## config.mk

```make
export PLATFORM = sky130hd
export DESIGN_NAME = ced_dispatch
export DESIGN_NICKNAME = d
export VERILOG_FILES = /design/src/ced_dispatch.v
export VERILOG_INCLUDE_DIRS = /design/src /design/src/src
export SDC_FILE = /design/constraint.sdc
export NUM_CORES = 1
export LEC_CHECK = 0
export BUFFER_PORTS_ARGS = -buffer_cell sky130_fd_sc_hd__clkbuf_2
export CAP_MARGIN = 20
export CELL_PAD_IN_SITES_DETAIL_PLACEMENT = 1
export CELL_PAD_IN_SITES_GLOBAL_PLACEMENT = 2
export CORE_UTILIZATION = 17
export CTS_BUF_LIST = sky130_fd_sc_hd__clkbuf_2 sky130_fd_sc_hd__clkbuf_4 sky130_fd_sc_hd__clkbuf_8
export CTS_CLUSTER_DIAMETER = 60
export CTS_CLUSTER_SIZE = 14
export DETAILED_ROUTE_END_ITERATION = 7
export PLACE_DENSITY = 0.86
export SYNTH_ARGS = -nofsm -noshare
export SYNTH_HDL_FRONTEND = slang
export SYNTH_SLANG_ARGS = --single-unit
```

## constraint.sdc

```tcl
create_clock -name clock_i -period 2.25 [get_ports clock_i]
set_clock_uncertainty 0.15 [all_clocks]
set_input_delay 0.1125 -clock clock_i [delete_from_list [all_inputs] [get_ports clock_i]]
set_output_delay 0.1125 -clock clock_i [all_outputs]
set_load 0.05 [all_outputs]
```

## src/ced_regs.vh

```
// constants for the coprocessor exception dispatch block
`ifndef CED_REGS_VH
`define CED_REGS_VH
`define CED_VEC_TRAP        8'h07
`define CED_VEC_PRIV        8'h08
`define CED_VEC_FLINE       8'h0B
`define CED_VEC_PROTO       8'h0D
`define CED_VEC_TRACE       8'h09
`define CED_VEC_ADDR_ERR    8'h03
`define CED_FMT_PRE4        2'h0
`define CED_FMT_POST6       2'h1
`define CED_FMT_MID10       2'h2
`define CED_FMT_FAULT       2'h3
`define CED_CAT_GENERAL     2'h0
`define CED_CAT_COND        2'h1
`define CED_CAT_SAVE        2'h2
`define CED_CAT_RESTORE     2'h3
`define CED_OPW_TYPE_HI     8
`define CED_OPW_TYPE_LO     6
`define CED_PRIM_FN_HI      13
`define CED_PRIM_FN_LO      8
`define CED_PRIM_CA_BIT     15
`define CED_PRIM_DR_BIT     13
`define CED_FN_SR_SCAN      6'h0E
`define CED_FN_SUPV_CHECK   6'h04
`define CED_FN_NULL         6'h02
`define CED_FN_PRE_EXC      6'h1C
`define CED_FN_MID_EXC      6'h1D
`define CED_FN_POST_EXC     6'h1E
`define CED_TRACE_OFF       2'h0
`define CED_TRACE_FLOW      2'h1
`define CED_TRACE_ALL       2'h2
`endif

```

## src/ced_dispatch.v

```verilog
// coprocessor exception detection and dispatch toward the stacking sequencer
// Function
// - status/scan-pointer transfer in conditional instruction raises protocol violation.
// - that primitive with direction flag set under flow tracing makes trace pending.
// - odd value loaded into scan pointer takes an address error.
// - take-exception primitives select the exception by their own vector.
// - flagged primitive with come-again clear in conditional instruction is a protocol violation.
// - protocol violation writes nothing to the control interface register.
// - protocol violation uses mid-instruction frame and vector 13.
// - unmodified protocol violation return rereads the response interface register.
// - operation word type 110 or 111 gives F-line, no coprocessor traffic.
// - unmapped type 000-101 word gives F-line without control register write.
// - primitive incompatible with effective address mode gives F-line.
// - F-line from invalid primitive writes abort mask first.
// - bus error on the initiating access counts as absent coprocessor, F-line.
// - F-line uses four-word pre-instruction frame and vector 11, restarts instruction.
// - context save/restore in user state is a privilege violation before traffic.
// - supervisor check in user state writes abort mask, then privilege violation.
// - privilege violation uses four-word frame and vector 8.
// - true condition with null in conditional trap takes vector 7, six-word frame.
// - trace-all mode traces after every finished instruction.
// - flow mode traces after status change or non-sequential program counter.
// - pending trace does not alter save, restore or conditional communication.
// - primitive function bits all zeros or all ones is a protocol violation.
`timescale 1ns/10ps
`include "ced_regs.vh"
module ced_dispatch #(
    parameter VEC_W = 8
) (
    input  wire             clock_i,
    input  wire             reset_n_i,
    input  wire             clk_en_i,
    input  wire             opword_valid_i,
    input  wire [15:0]      opword_i,
    input  wire             opword_mapped_i,
    input  wire [1:0]       instr_category_i,
    input  wire             supervisor_i,
    input  wire [1:0]       trace_mode_i,
    input  wire             initial_access_i,
    input  wire             cir_bus_error_i,
    input  wire             prim_valid_i,
    input  wire [15:0]      prim_i,
    input  wire [VEC_W-1:0] prim_vector_i,
    input  wire             prim_ea_incompat_i,
    input  wire             prim_true_cond_i,
    input  wire             scan_load_i,
    input  wire [31:0]      scan_value_i,
    input  wire             instr_done_i,
    input  wire             flow_change_i,
    input  wire             exc_ack_i,
    output wire             start_comm_o,
    output wire             prim_accept_o,
    output reg              exc_req_o,
    output reg  [VEC_W-1:0] exc_vector_o,
    output reg  [1:0]       exc_frame_o,
    output reg              exc_abort_write_o,
    output reg              exc_reread_resp_o,
    output reg              trace_pending_o
);

    wire [5:0] fn = prim_i[`CED_PRIM_FN_HI:`CED_PRIM_FN_LO];
    wire       ca = prim_i[`CED_PRIM_CA_BIT];
    wire       dr = prim_i[`CED_PRIM_DR_BIT];
    wire       cond = (instr_category_i == `CED_CAT_COND);
    wire       ctx  = (instr_category_i == `CED_CAT_SAVE) || (instr_category_i == `CED_CAT_RESTORE);
    wire [2:0] otype = opword_i[`CED_OPW_TYPE_HI:`CED_OPW_TYPE_LO];
    // the direction flag shares bit 13 with the function field, so it is masked off here
    wire       scan_fn = ((fn & 6'h1F) == `CED_FN_SR_SCAN);

    // primitives that may not end a conditional instruction with come-again clear
    function flagged;
        input [5:0] f;
        begin
            flagged = (f == `CED_FN_SUPV_CHECK) || (f == 6'h01) || (f == 6'h03) || (f == 6'h05) ||
                      (f == 6'h06) || (f == 6'h07) || (f == 6'h08) || (f == 6'h10) || (f == 6'h11) ||
                      (f == 6'h0C) || (f == 6'h0D) || (f == 6'h0E);
        end
    endfunction

    reg             hit;
    reg [VEC_W-1:0] vec;
    reg [1:0]       frm;
    reg             abrt;
    reg             rr;
    reg             trc_set;

    always @* begin
        hit = 1'b0;
        vec = {VEC_W{1'b0}};
        frm = `CED_FMT_PRE4;
        abrt = 1'b0;
        rr = 1'b0;
        trc_set = 1'b0;
        if (opword_valid_i) begin
            if (otype[2:1] == 2'b11 || !opword_mapped_i) begin
                hit = 1'b1;
                vec = `CED_VEC_FLINE;
            end else if (ctx && !supervisor_i) begin
                hit = 1'b1;
                vec = `CED_VEC_PRIV;
            end
        end else if (initial_access_i && cir_bus_error_i) begin
            hit = 1'b1;
            vec = `CED_VEC_FLINE;
        end else if (prim_valid_i) begin
            if (fn == 6'h00 || fn == 6'h3F ||
                (cond && scan_fn) ||
                (cond && !ca && flagged(fn & 6'h1F))) begin
                hit = 1'b1;
                vec = `CED_VEC_PROTO;
                frm = `CED_FMT_MID10;
                abrt = 1'b0;
                rr = 1'b1;
            end else if (fn == `CED_FN_SUPV_CHECK && !supervisor_i) begin
                hit = 1'b1;
                vec = `CED_VEC_PRIV;
                abrt = 1'b1;
            end else if (prim_ea_incompat_i) begin
                hit = 1'b1;
                vec = `CED_VEC_FLINE;
                abrt = 1'b1;
            end else if (fn == `CED_FN_PRE_EXC || fn == `CED_FN_MID_EXC || fn == `CED_FN_POST_EXC) begin
                hit = 1'b1;
                vec = prim_vector_i;
                frm = (fn == `CED_FN_PRE_EXC) ? `CED_FMT_PRE4 :
                      (fn == `CED_FN_MID_EXC) ? `CED_FMT_MID10 : `CED_FMT_POST6;
            end else if (scan_fn && scan_load_i && scan_value_i[0]) begin
                hit = 1'b1;
                vec = `CED_VEC_ADDR_ERR;
                frm = `CED_FMT_FAULT;
            end else if (instr_category_i == `CED_CAT_COND && fn == `CED_FN_NULL && prim_true_cond_i) begin
                hit = 1'b1;
                vec = `CED_VEC_TRAP;
                frm = `CED_FMT_POST6;
            end
            if (scan_fn && dr && trace_mode_i == `CED_TRACE_FLOW)
                trc_set = 1'b1;
        end
    end

    // trace pending never stalls coprocessor communication
    assign start_comm_o  = opword_valid_i && !hit && !exc_req_o;
    assign prim_accept_o = prim_valid_i && !exc_req_o;

    wire trace_now = instr_done_i &&
                     ((trace_mode_i == `CED_TRACE_ALL) ||
                      (trace_mode_i == `CED_TRACE_FLOW && (flow_change_i || trace_pending_o)));

    always @(posedge clock_i or negedge reset_n_i) begin
        if (!reset_n_i) begin
            exc_req_o         <= 1'b0;
            exc_vector_o      <= {VEC_W{1'b0}};
            exc_frame_o       <= `CED_FMT_PRE4;
            exc_abort_write_o <= 1'b0;
            exc_reread_resp_o <= 1'b0;
            trace_pending_o   <= 1'b0;
        end else if (clk_en_i) begin
            if (exc_req_o) begin
                if (exc_ack_i)
                    exc_req_o <= 1'b0;
            end else if (hit && !instr_done_i) begin
                exc_req_o         <= 1'b1;
                exc_vector_o      <= vec;
                exc_frame_o       <= frm;
                exc_abort_write_o <= abrt;
                exc_reread_resp_o <= rr;
            end else if (trace_now) begin
                exc_req_o         <= 1'b1;
                exc_vector_o      <= `CED_VEC_TRACE;
                exc_frame_o       <= `CED_FMT_POST6;
                exc_abort_write_o <= 1'b0;
                exc_reread_resp_o <= 1'b0;
            end
            if (trc_set && !exc_req_o)
                trace_pending_o <= 1'b1;
            else if (instr_done_i && !exc_req_o)
                trace_pending_o <= 1'b0;
        end
    end

endmodule

```

==> results of run 1 <==
[routing by layer]
| metal | global-route usage (%) | vias to the layer above |
|---|---|---|
| met4 | 2.36 | 0 |
| li1 | - | 552 |
| met1 | 14.3 | 516 |
| met2 | 19.0 | 36 |
| met5 | 0 | - |
| met3 | 2.51 | 4 |
[synthesized netlist by cell type, drive strengths merged, types with 3 or more instances]
| master | n | area share [%] |
|---|---|---|
| a21oi | 7 | 3.4 |
| a22o | 4 | 3.4 |
| a31oi | 3 | 1.8 |
| buf | 3 | 2.9 |
| dfrtp | 14 | 34 |
| inv | 4 | 1.5 |
| nand2 | 15 | 6.2 |
| nand2b | 4 | 2.4 |
| nand3 | 5 | 2.4 |
| nand4 | 3 | 1.8 |
| nor2 | 5 | 1.8 |
| nor2b | 6 | 3.7 |
| nor3b | 4 | 3.9 |
| o21ai | 3 | 1.5 |
| o31ai | 3 | 4.0 |
[timing repair]
item / CTS / global route
gates resized for setup: 0 / 0
hold buffers: 7 / 0
hold endpoints to repair: 19 / 0
[final cells by class]
cell class                      count  area (sq um)
Multi-Input combinational cell     91           629
Fill cell                         670          4140
Sequential cell                    14           350
Tap cell                           72          90.1
Clock buffer                        4          55.1
Inverter                            4          15.0
Timing Repair Buffer               63           360
[through the flow]
stage | power, mW | utilization (%) | cell area [sq um]
after global routing | 0.938 | 26.6 | 1500
after floorplan | 0.526 | - | 1020
final | 0.881 | 26.6 | 1500
after global placement | 0.632 | 24.4 | 1380
after detailed placement | 0.636 | 24.4 | 1380
after CTS | 0.894 | 26.6 | 1500
[layout by cell type, fill, tap and decap left out, types with 2 or more instances in the layout]
master,Yosys,routed
clkbuf_2,0,52
nand2_1,14,14
dfrtp_1,14,14
a21oi_1,7,7
dlygate4sd3_1,0,7
nor2b_1,6,6
nor2_1,5,5
nand3_1,5,5
inv_1,4,4
nand2b_1,4,4
a22o_1,4,4
clkbuf_8,0,4
buf_4,1,4
a31oi_1,3,3
nand4_1,3,3
o21ai_0,3,3
nor3b_1,2,2
o32a_1,2,2
nor3b_2,2,2
o2bb2ai_1,2,2
or3_1,2,2
a21o_1,2,2
[flip-flops by register name, indices dropped and copies added, names as in the netlist]
signal / cells
exc_req_o: 1
trace_pending_o: 1
exc_vector_o: 8
exc_abort_write_o: 1
exc_frame_o: 2
exc_reread_resp_o: 1
[worst paths after layout]
check	cells after the start	to	start	slack [ps]
setup reg to reg	5	exc_frame_o[0]	exc_req_o	400
max in group asynchronous	2	exc_vector_o[1]	reset_n_i	1530
setup / recovery	5	exc_frame_o[0]	exc_req_o	400
hold reg to reg	1	exc_reread_resp_o	exc_reread_resp_o	330
min in group asynchronous	2	exc_frame_o[1]	reset_n_i	160
hold / removal	3	trace_pending_o	prim_i[13]	60
[logic make-up after synthesis]
kind of cell	count (synthesis)	share of synthesized area (%)
buffers and inverters	7	4.40
AND/OR/NAND/NOR	53	31.3
flip-flops	14	34.2
multiplexers	2	2.08
AO/OA/AOI/OAI	36	28.1
[where the power goes]
group | internal (mW) | leakage [nW] | total [mW] | switching [mW]
clock network | 0.155 | 0.0288 | 0.243 | 0.0876
logic | 0.107 | 0.509 | 0.338 | 0.230
registers | 0.280 | 0.180 | 0.301 | 0.0201
total | 0.543 | 0.718 | 0.881 | 0.338
[critical path: stages (launching register included)]
cell     delay, ps
dfrtp_1        420
nor2b_1        160
nor3b_2        330
o31ai_4        140
and2_4         210
mux2_1         310
==> results.py, run 1 <==
metrics = {
    "outcome": {
        "status": "completed",
    },
    "cts": {
        "clk_pin_slew_ps": 60,
        "htreeDepth": 1,
        "cts_sinks": 14,
        "postCtsSetupBuffers": 0,
        "cts_max_path_buffers": 2,
        "cts_tree": "yes",
        "cts_buffers": 3,
        "cts-root-buf": "clkbuf_8",
        "clkLatencyLatePin_ps": 240,
    },
    "floorplanning": {
        "start_util_pct": 18.2,
        "num_io_pins": 107,
        "die_w_microns": 79.6,
        "die_area_sq_um": 6340,
        "core_sq_um": 5640,
        "die_y_microns": 79.6,
        "row_count": 27,
    },
    "timing": {
        "rsz0062_at_grt": "false",
        "slew_headroom_pct": 73.4,
        "fin_crit_ps": 1850,
        "hold_viol_final": 0,
        "holdWs_ps": 58.2,
        "fmax_mhz": 541,
        "final_max_slew_viol_count": 0,
        "max_slew.worst_pin.slew_ps": 389,
        "final-setup-viol-count": 0,
        "period_share_pct": 82.2,
        "setup_slack_ps": 400,
        "finalSetupTns_ps": 0,
    },
    "setup_path": {
        "crit_fanout": 12,
        "path_class": "reg -> reg",
        "startpoint_type": "flop",
        "worst_ep_required_time_ps": 2230,
        "arrival_ps": 1830,
        "cp-end-kind": "flop",
    },
    "synthesis": {
        "ys_ff_latch": 14,
        "synth_edf_count": 0,
        "synth_area_per_cell_sq_um": 9.15,
        "ys_warn_count": 0,
        "syn_inst": 112,
        "ys_types": 45,
        "synthFlopType": "dfrtp_1",
        "syn_nets": 203,
        "synth_area_sq_um": 1020,
        "synth-async-reset-ratio_pct": 100,
        "yosysSeqAreaShare_pct": 34.2,
    },
    "detailed_routing": {
        "wl_mm": 3.30,
        "first_iter_violations": 32,
        "vias_per_cell": 4.47,
        "wl_met2_mm": 1.58,
        "drc_errors": 0,
        "first_pass_iters": 4,
        "vias": 1108,
        "wl_met1_mm": 1.53,
        "highest_layer": "met4",
        "wl_met3_microns": 161,
        "wl_per_cell_microns": 13.3,
        "detail-route-antenna-nets": 0,
    },
    "grt": {
        "grt_use_total_pct": 11.2,
        "antenna_found_initial": 0,
        "grt_pass1_wl_mm": 5.50,
        "grt_pass1_vias": 1189,
        "grt_start_max_net_pins": 15,
        "grt_overflow": 0,
    },
    "place": {
        "io_buffers": 52,
        "gp_congestion": 0.897,
        "dpl.cell_count": 237,
        "dpl.hpwl_mm": 2.73,
        "place_ws_ps": 140,
    },
    "cells_and_area": {
        "instances_no_fill": 248,
        "drive_gt1_share_pct": 40.9,
        "syn_to_final_growth_pct": 46.4,
        "fin_nets": 268,
        "n_antenna_cell": 0,
    },
    "pwr": {
        "cellPowerDensity_nw_per_um2": 587,
        "p_leak_nw": 0.718,
        "vdd_drop_max_v": 0.000305,
    },
    "min_path": {
        "hp-class": "in -> reg",
    },
    "job": {
        "drv_cap": 0,
    },
}
(Power assumes the default switching activity.)
==> run 2: changes to the inputs <==
Settings changed: ABC_AREA set to 1, PLACE_DENSITY 0.86 to 0.85.
Clock period 2.25 ns to 1.79 ns, I/O delays scaled along.
==> run 2 against run 1 <==
  * Wire length is 22% higher
  * Sequential power up 27%
  * Total power is 34% higher
  * Area after synthesis grew 18%
  * Clock power is 30% higher
  * Core utilization down 1.2 points
  * Global-route usage rose by 0.29 points
  * Worst setup slack lost 240 ps
  * Register-to-register slack got worse by 130 ps
  * Critical path depth increased by 7
  * Die area is 17% higher
  * Combinational power rose by 43%
  * Critical path type is now in -> out
==> results.py, run 2 <==
metrics = {
    "outcome": {
        "status": "completed",
    },
    "synthesis": {
        "synthFlopType": "dfrtp_1",
        "yosysSeqAreaShare_pct": 29.0,
        "ys_ff_latch": 14,
        "synth_top_family_by_area": "simple AND/OR/NAND/NOR gates",
        "ys_warn_count": 0,
        "synth_area_per_cell_sq_um": 6.53,
        "syn_inst": 185,
        "synth_simple_gate_area_share_pct": 49.2,
        "netlist.area_leader.share_pct": 29.0,
        "synthMuxAreaShare_pct": 0,
        "synth-async-reset-ratio_pct": 100,
        "ys_types": 26,
        "synth_area_sq_um": 1210,
        "synthTopCellsByCount": "nand2_1, nor2_1, inv_1",
        "synthAdderAreaFrac_pct": 0,
        "synthXorXnorAreaFrac_pct": 0,
        "synth_edf_count": 0,
        "syn_nets": 276,
        "synth_most_common_cell": "nand2_1",
        "synth_compound_area_share_pct": 12.7,
        "synth_top_area_cell": "dfrtp_1",
        "ys_top_cells_by_area": "dfrtp_1, nand2_1, nand3_1",
    },
    "setup_path": {
        "crit_family": "simple AND/OR/NAND/NOR gates",
        "cpMostUsedCell": "nand2_2",
        "ff2ff_path_depth": 5,
        "crit_fanout": 6,
        "crit_chain": "clkbuf_2, inv_2, nand2_2, nor2_2, nand2_1, nor2_1, nor2_2, nand3_2, nand2_2, nand2_2, nor3_2, buf_4",
        "critical_path.slowest_cell": "buf_4",
        "worst_ep_required_time_ps": 1550,
        "arrival_ps": 1390,
        "cp.depth": 12,
        "path_class": "in -> out",
        "critical_path_buf_inv_count": 3,
        "startpoint_type": "input pin",
        "cp-end-kind": "primary output",
        "cp_slowest_stage_delay_ps": 220,
    },
    "place": {
        "dpl.hpwl_mm": 3.38,
        "io_buffers": 52,
        "gp_congestion": 0.786,
    },
    "grt": {
        "grt_pass1_vias": 1452,
        "grt_pass1_wl_mm": 6.71,
        "grt_overflow": 0,
        "grt.met3_usage_pct": 1.43,
        "antenna_found_initial": 0,
        "grt_use_met1_pct": 15.0,
        "grt_start_max_net_pins": 21,
        "busiest_layer": "met2",
        "grt_use_met2_pct": 19.6,
        "grt_use_total_pct": 11.4,
    },
    "timing": {
        "slew_headroom_pct": 74.7,
        "rsz0062_at_grt": "false",
        "holdWs_ps": 63.3,
        "final_max_slew_viol_count": 0,
        "max_slew.worst_pin.slew_ps": 380,
        "final-setup-viol-count": 0,
        "hold_viol_final": 0,
        "fin_crit_ps": 1630,
        "period_share_pct": 91.0,
        "fmax_mhz": 614,
        "finalSetupTns_ps": 0,
    },
    "pwr": {
        "cellPowerDensity_nw_per_um2": 680,
        "p_leak_nw": 0.932,
        "vdd_drop_max_v": 0.000174,
    },
    "cells_and_area": {
        "syn_to_final_growth_pct": 43.4,
        "mostFrequentLayoutCells": "clkbuf_2, nand2_1, nor2_1",
        "n_antenna_cell": 0,
        "reg_top3": "exc_vector_o: 8 flops, exc_frame_o: 2 flops",
        "fin_nets": 341,
        "layout_commonest_cell": "clkbuf_2",
        "largest_reg_flops": 8,
        "top_register": "exc_vector_o",
        "drive_gt1_share_pct": 39.0,
    },
    "detailed_routing": {
        "drc_errors": 0,
        "wl_per_cell_microns": 11.7,
        "first_pass_iters": 4,
        "detail-route-antenna-nets": 0,
        "vias_per_cell": 4.13,
        "vias": 1424,
        "wl_mm": 4.02,
        "first_iter_violations": 64,
    },
    "cts": {
        "clkLatencyLatePin_ps": 250,
        "cts-root-buf": "clkbuf_8",
        "cts_max_path_buffers": 2,
        "clk_pin_slew_ps": 60,
        "cts_sinks": 14,
        "cts_tree": "yes",
        "postCtsSetupBuffers": 0,
        "cts_buffers": 3,
        "htreeDepth": 1,
    },
    "floorplanning": {
        "num_io_pins": 107,
        "core_sq_um": 6830,
        "die_area_sq_um": 7450,
        "row_count": 30,
        "start_util_pct": 17.7,
        "die_w_microns": 86.3,
        "die_y_microns": 86.3,
    },
    "min_path": {
        "holdPathStages": 5,
        "hp-class": "in -> reg",
    },
    "job": {
        "drv_cap": 0,
    },
}
## run 2: cell types whose count changed in the layout (fill, tap and decap cells not counted), sizes merged, moves of 4 or more
| cell | previous run | this run |
|---|---|---|
| nor2 | 5 | 27 |
| nand4 | 3 | 8 |
| o21ai | 3 | 13 |
| nand2b | 4 | 0 |
| nand2 | 15 | 61 |
| nor3b | 4 | 0 |
| nor3 | 0 | 7 |
| inv | 4 | 20 |
| a21oi | 7 | 1 |
| a22o | 4 | 0 |
| buf | 4 | 9 |
| nand3 | 5 | 22 |
| nor2b | 6 | 0 |
## run 2: metrics by stage
| step | utilization, % | power, mW | std cells | instance area [sq um] | setup WS [ps] |
|---|---|---|---|---|---|
| after floorplan | - | 0.707 | 185 | 1210 | 65.6 |
| after global placement | 23.9 | 0.858 | 337 | 1640 | 98.1 |
| after detailed placement | 23.9 | 0.866 | 337 | 1640 | 56.2 |
| after CTS | 25.3 | 1.20 | 345 | 1730 | 70.7 |
| after global routing | 25.4 | 1.25 | 345 | 1730 | 21.8 |
| final | 25.4 | 1.18 | 345 | 1730 | 162 |
## run 2: kinds of logic after synthesis
group,count (synthesis)
and+or+nand+nor,126
DFF,14
AOI/OAI and AO/OA,20
buffers and inverters,25
## run 2: worst min-delay path: stages
cell and delay (ps):
clkbuf_2 90, nand2_1 70, nor3_1 50, nand3_1 50, o21ai_0 60
## run 2: repair_timing
item,CTS,global route
hold buffers,4,0
hold endpoints to repair,16,0
resized for setup,0,3
endpoints found under the setup margin,0,1
## run 2: area by class of cell
cell class                      count  area [sq um]
Clock buffer                        4          55.1
Fill cell                         903          5100
Inverter                           21          78.8
Multi-Input combinational cell    146           753
Sequential cell                    14           350
Tap cell                           96           120
Timing Repair Buffer               64           375
## run 2: report_power, final
group          switching [mW]  total (mW)  internal (mW)
Sequential             0.0273       0.381          0.354
Clock                   0.121       0.316          0.195
Combinational           0.337       0.482          0.145
## run 2: path summary, 6_finish.rpt
path | slack, ps | startpoint | endpoint
worst max-delay path | 160 | prim_i[8] | start_comm_o
worst min-delay path | 60 | trace_mode_i[0] | trace_pending_o
worst max register to register | 270 | exc_req_o | exc_reread_resp_o
worst min register to register | 340 | exc_vector_o[1] | exc_vector_o[1]
max in group asynchronous | 1060 | reset_n_i | exc_reread_resp_o
min in group asynchronous | 160 | reset_n_i | exc_vector_o[6]
## run 2: routing by layer
layer	vias to the layer above	share of wire (%)
met5	-	0
met4	0	1.5
met3	5	5.1
met2	45	46
met1	645	47
li1	729	-
==> run 3: changes to the inputs <==
Settings changed: GPL_TIMING_DRIVEN set to 0, PLACE_DENSITY 0.85 to 0.77.
==> run 3 against run 2 <==
  * The flow now finishes with violations (negative hold slack)
  * Global-route usage about the same
  * Non-clock buffer count down 6
  * Worst hold slack got worse by 64 ps
  * Via count decreased by 2.1%
  * First-iteration DRC count decreased by 22%
  * Worst setup slack improved by 20 ps
  * Register-to-register slack is essentially flat
  * Die area stayed put
  * Sequential cell count unchanged
  * Largest cell class unchanged
  * Sequential power increased by 2%
  * Combinational power down 1%
==> results.py, run 3 (synthesis gave the netlist of run 2 again) <==
metrics = {
    "outcome": {
        "status": "finished with violations",
        "violations": "negative hold slack",
    },
    "detailed_routing": {
        "first_pass_iters": 4,
        "wl_per_cell_microns": 11.6,
        "wl_mm": 3.95,
        "first_iter_violations": 50,
        "vias": 1394,
        "vias_per_cell": 4.11,
        "detail-route-antenna-nets": 0,
        "drc_errors": 0,
    },
    "cts": {
        "cts_sinks": 14,
        "htreeDepth": 1,
        "cts-root-buf": "clkbuf_8",
        "cts_buffers": 3,
        "cts_tree": "yes",
        "clkLatencyLatePin_ps": 250,
        "cts_max_path_buffers": 2,
        "clk_pin_slew_ps": 60,
        "postCtsSetupBuffers": 0,
    },
    "place": {
        "dpl.hpwl_mm": 3.36,
        "dpl.cell_count": 332,
        "place_area_sq_um": 1590,
        "io_buffers": 51,
        "gp_congestion": 0.784,
    },
    "floorplanning": {
        "start_util_pct": 17.7,
        "num_io_pins": 107,
        "die_y_microns": 86.3,
        "die_area_sq_um": 7450,
        "die_w_microns": 86.3,
        "row_count": 30,
        "core_sq_um": 6830,
    },
    "job": {
        "drv_cap": 0,
    },
    "setup_path": {
        "ff2ff_path_depth": 5,
        "r2r-end": "exc_reread_resp_o",
        "path_class": "in -> out",
        "crit_fanout": 9,
        "rr_startpoint": "exc_req_o",
        "startpoint_type": "input pin",
        "cpMostUsedCell": "nand2_1",
        "worst_ep_required_time_ps": 1550,
        "arrival_ps": 1370,
        "cp_slowest_stage_delay_ps": 180,
        "rrSetupSlack_ps": 260,
        "cp-end-kind": "primary output",
        "critical_path.slowest_cell": "buf_6",
        "crit_chain": "clkbuf_2, nor2_1, nand2_1, nand2_1, nand2_1, nand2_1, nand2_1, nand2_1, nand3_2, nand2_2, nand2_4, nor3_4, buf_6",
    },
    "grt": {
        "antenna_found_initial": 0,
        "grt_use_total_pct": 11.4,
        "grt_pass1_vias": 1492,
        "grt_overflow": 0,
        "grt_pass1_wl_mm": 6.75,
        "grt_start_max_net_pins": 15,
    },
    "pwr": {
        "p_leak_nw": 0.902,
        "p_int_uw": 685,
        "switchingPower_uw": 490,
        "cellPowerDensity_nw_per_um2": 693,
        "vdd_drop_max_v": 0.000188,
        "sw_frac_of_total_pct": 41.7,
        "power_frac_seq_pct": 33.0,
        "clock_power_share_pct": 26.4,
        "power_frac_comb_pct": 40.5,
        "power_mw": 1.17,
    },
    "min_path": {
        "hold_end": "trace_pending_o",
        "hp-start": "prim_i[13]",
        "holdPathStages": 3,
        "hp-class": "in -> reg",
    },
    "timing": {
        "rsz0062_at_grt": "false",
        "max_slew.worst_pin.slew_ps": 523,
        "period_share_pct": 89.9,
        "fin_crit_ps": 1610,
        "fmax_mhz": 622,
        "holdWs_ps": -0.901,
        "final_max_slew_viol_count": 0,
        "finalSetupTns_ps": 0,
        "slew_headroom_pct": 65.0,
        "final-setup-viol-count": 0,
        "hold_viol_final": 1,
    },
    "cells_and_area": {
        "mostFrequentLayoutCells": "clkbuf_2, nand2_1, nor2_1",
        "drive_gt1_share_pct": 37.9,
        "n_antenna_cell": 0,
        "fin_nets": 335,
        "layout_commonest_cell": "clkbuf_2",
        "finalInstanceArea_sq_um": 1700,
        "fin_util_pct": 24.8,
        "largest_reg_flops": 8,
        "reg_top3": "exc_vector_o: 8 flops, exc_frame_o: 2 flops",
        "instances_no_fill": 339,
        "top_register": "exc_vector_o",
        "syn_to_final_growth_pct": 40.3,
    },
}
## run 3: cell types whose count changed in the layout (fill, tap and decap cells not counted), sizes merged
| cell | change |
|---|---|
| buf | -5 |
| dlygate4sd3 | -1 |
## run 3: worst max-delay path, delay by kind of cell
kind                   cells  cell delay, ps
buffers and inverters      2             300
AND/OR/NAND/NOR           11             950
## run 3: layout make-up
class	count	area, sq um
plain buffers	4	31.3
fillers	901	5140
multi-input cells	146	768
inverters	21	78.8
well taps	96	120
repair buffers	54	292
clock buffers	4	55.1
flip-flops and latches	14	350
## run 3: through the flow
stage | worst slack [ps] | hold slack (ps)
2_1_floorplan | 65.6 | -356
3_3_place_gp | -132 | -132
3_5_place_dp | -131 | -131
4_1_cts | 30.6 | 1.96
5_1_grt | 2.59 | 21.2
6_report | 182 | -0.901
## run 3: worst max path at each step
stage | startpoint | end
5_1_grt | prim_i[11] | start_comm_o
3_3_place_gp | initial_access_i | start_comm_o
6_report | prim_i[11] | start_comm_o
2_1_floorplan | initial_access_i | start_comm_o
4_1_cts | initial_access_i | start_comm_o
3_5_place_dp | initial_access_i | start_comm_o
## run 3: timing repair
action                                 4_1_cts  5_1_grt
hold buffers                                 3        0
endpoints found under the hold margin       15        0
setup endpoints to repair                    1        1
cloned                                       0        0
resized for setup                            2        5
pin swaps                                    0        0
## run 3: power by group through the flow
stage	clock [mW]	combinational (mW)	sequential, mW
after CTS	0.322	0.474	0.384
after floorplan	0	0.191	0.516
after global routing	0.337	0.518	0.392
final	0.311	0.476	0.388
after global placement	0	0.462	0.390
after detailed placement	0	0.467	0.390
## run 3: layer usage
layer / up-vias / share of wire (%) / track usage [%]
met5: - / 0 / 0
met4: 0 / 0.86 / 2.73
met3: 4 / 3.7 / 1.43
met2: 40 / 46 / 19.8
met1: 630 / 49 / 15.1
li1: 720 / - / -
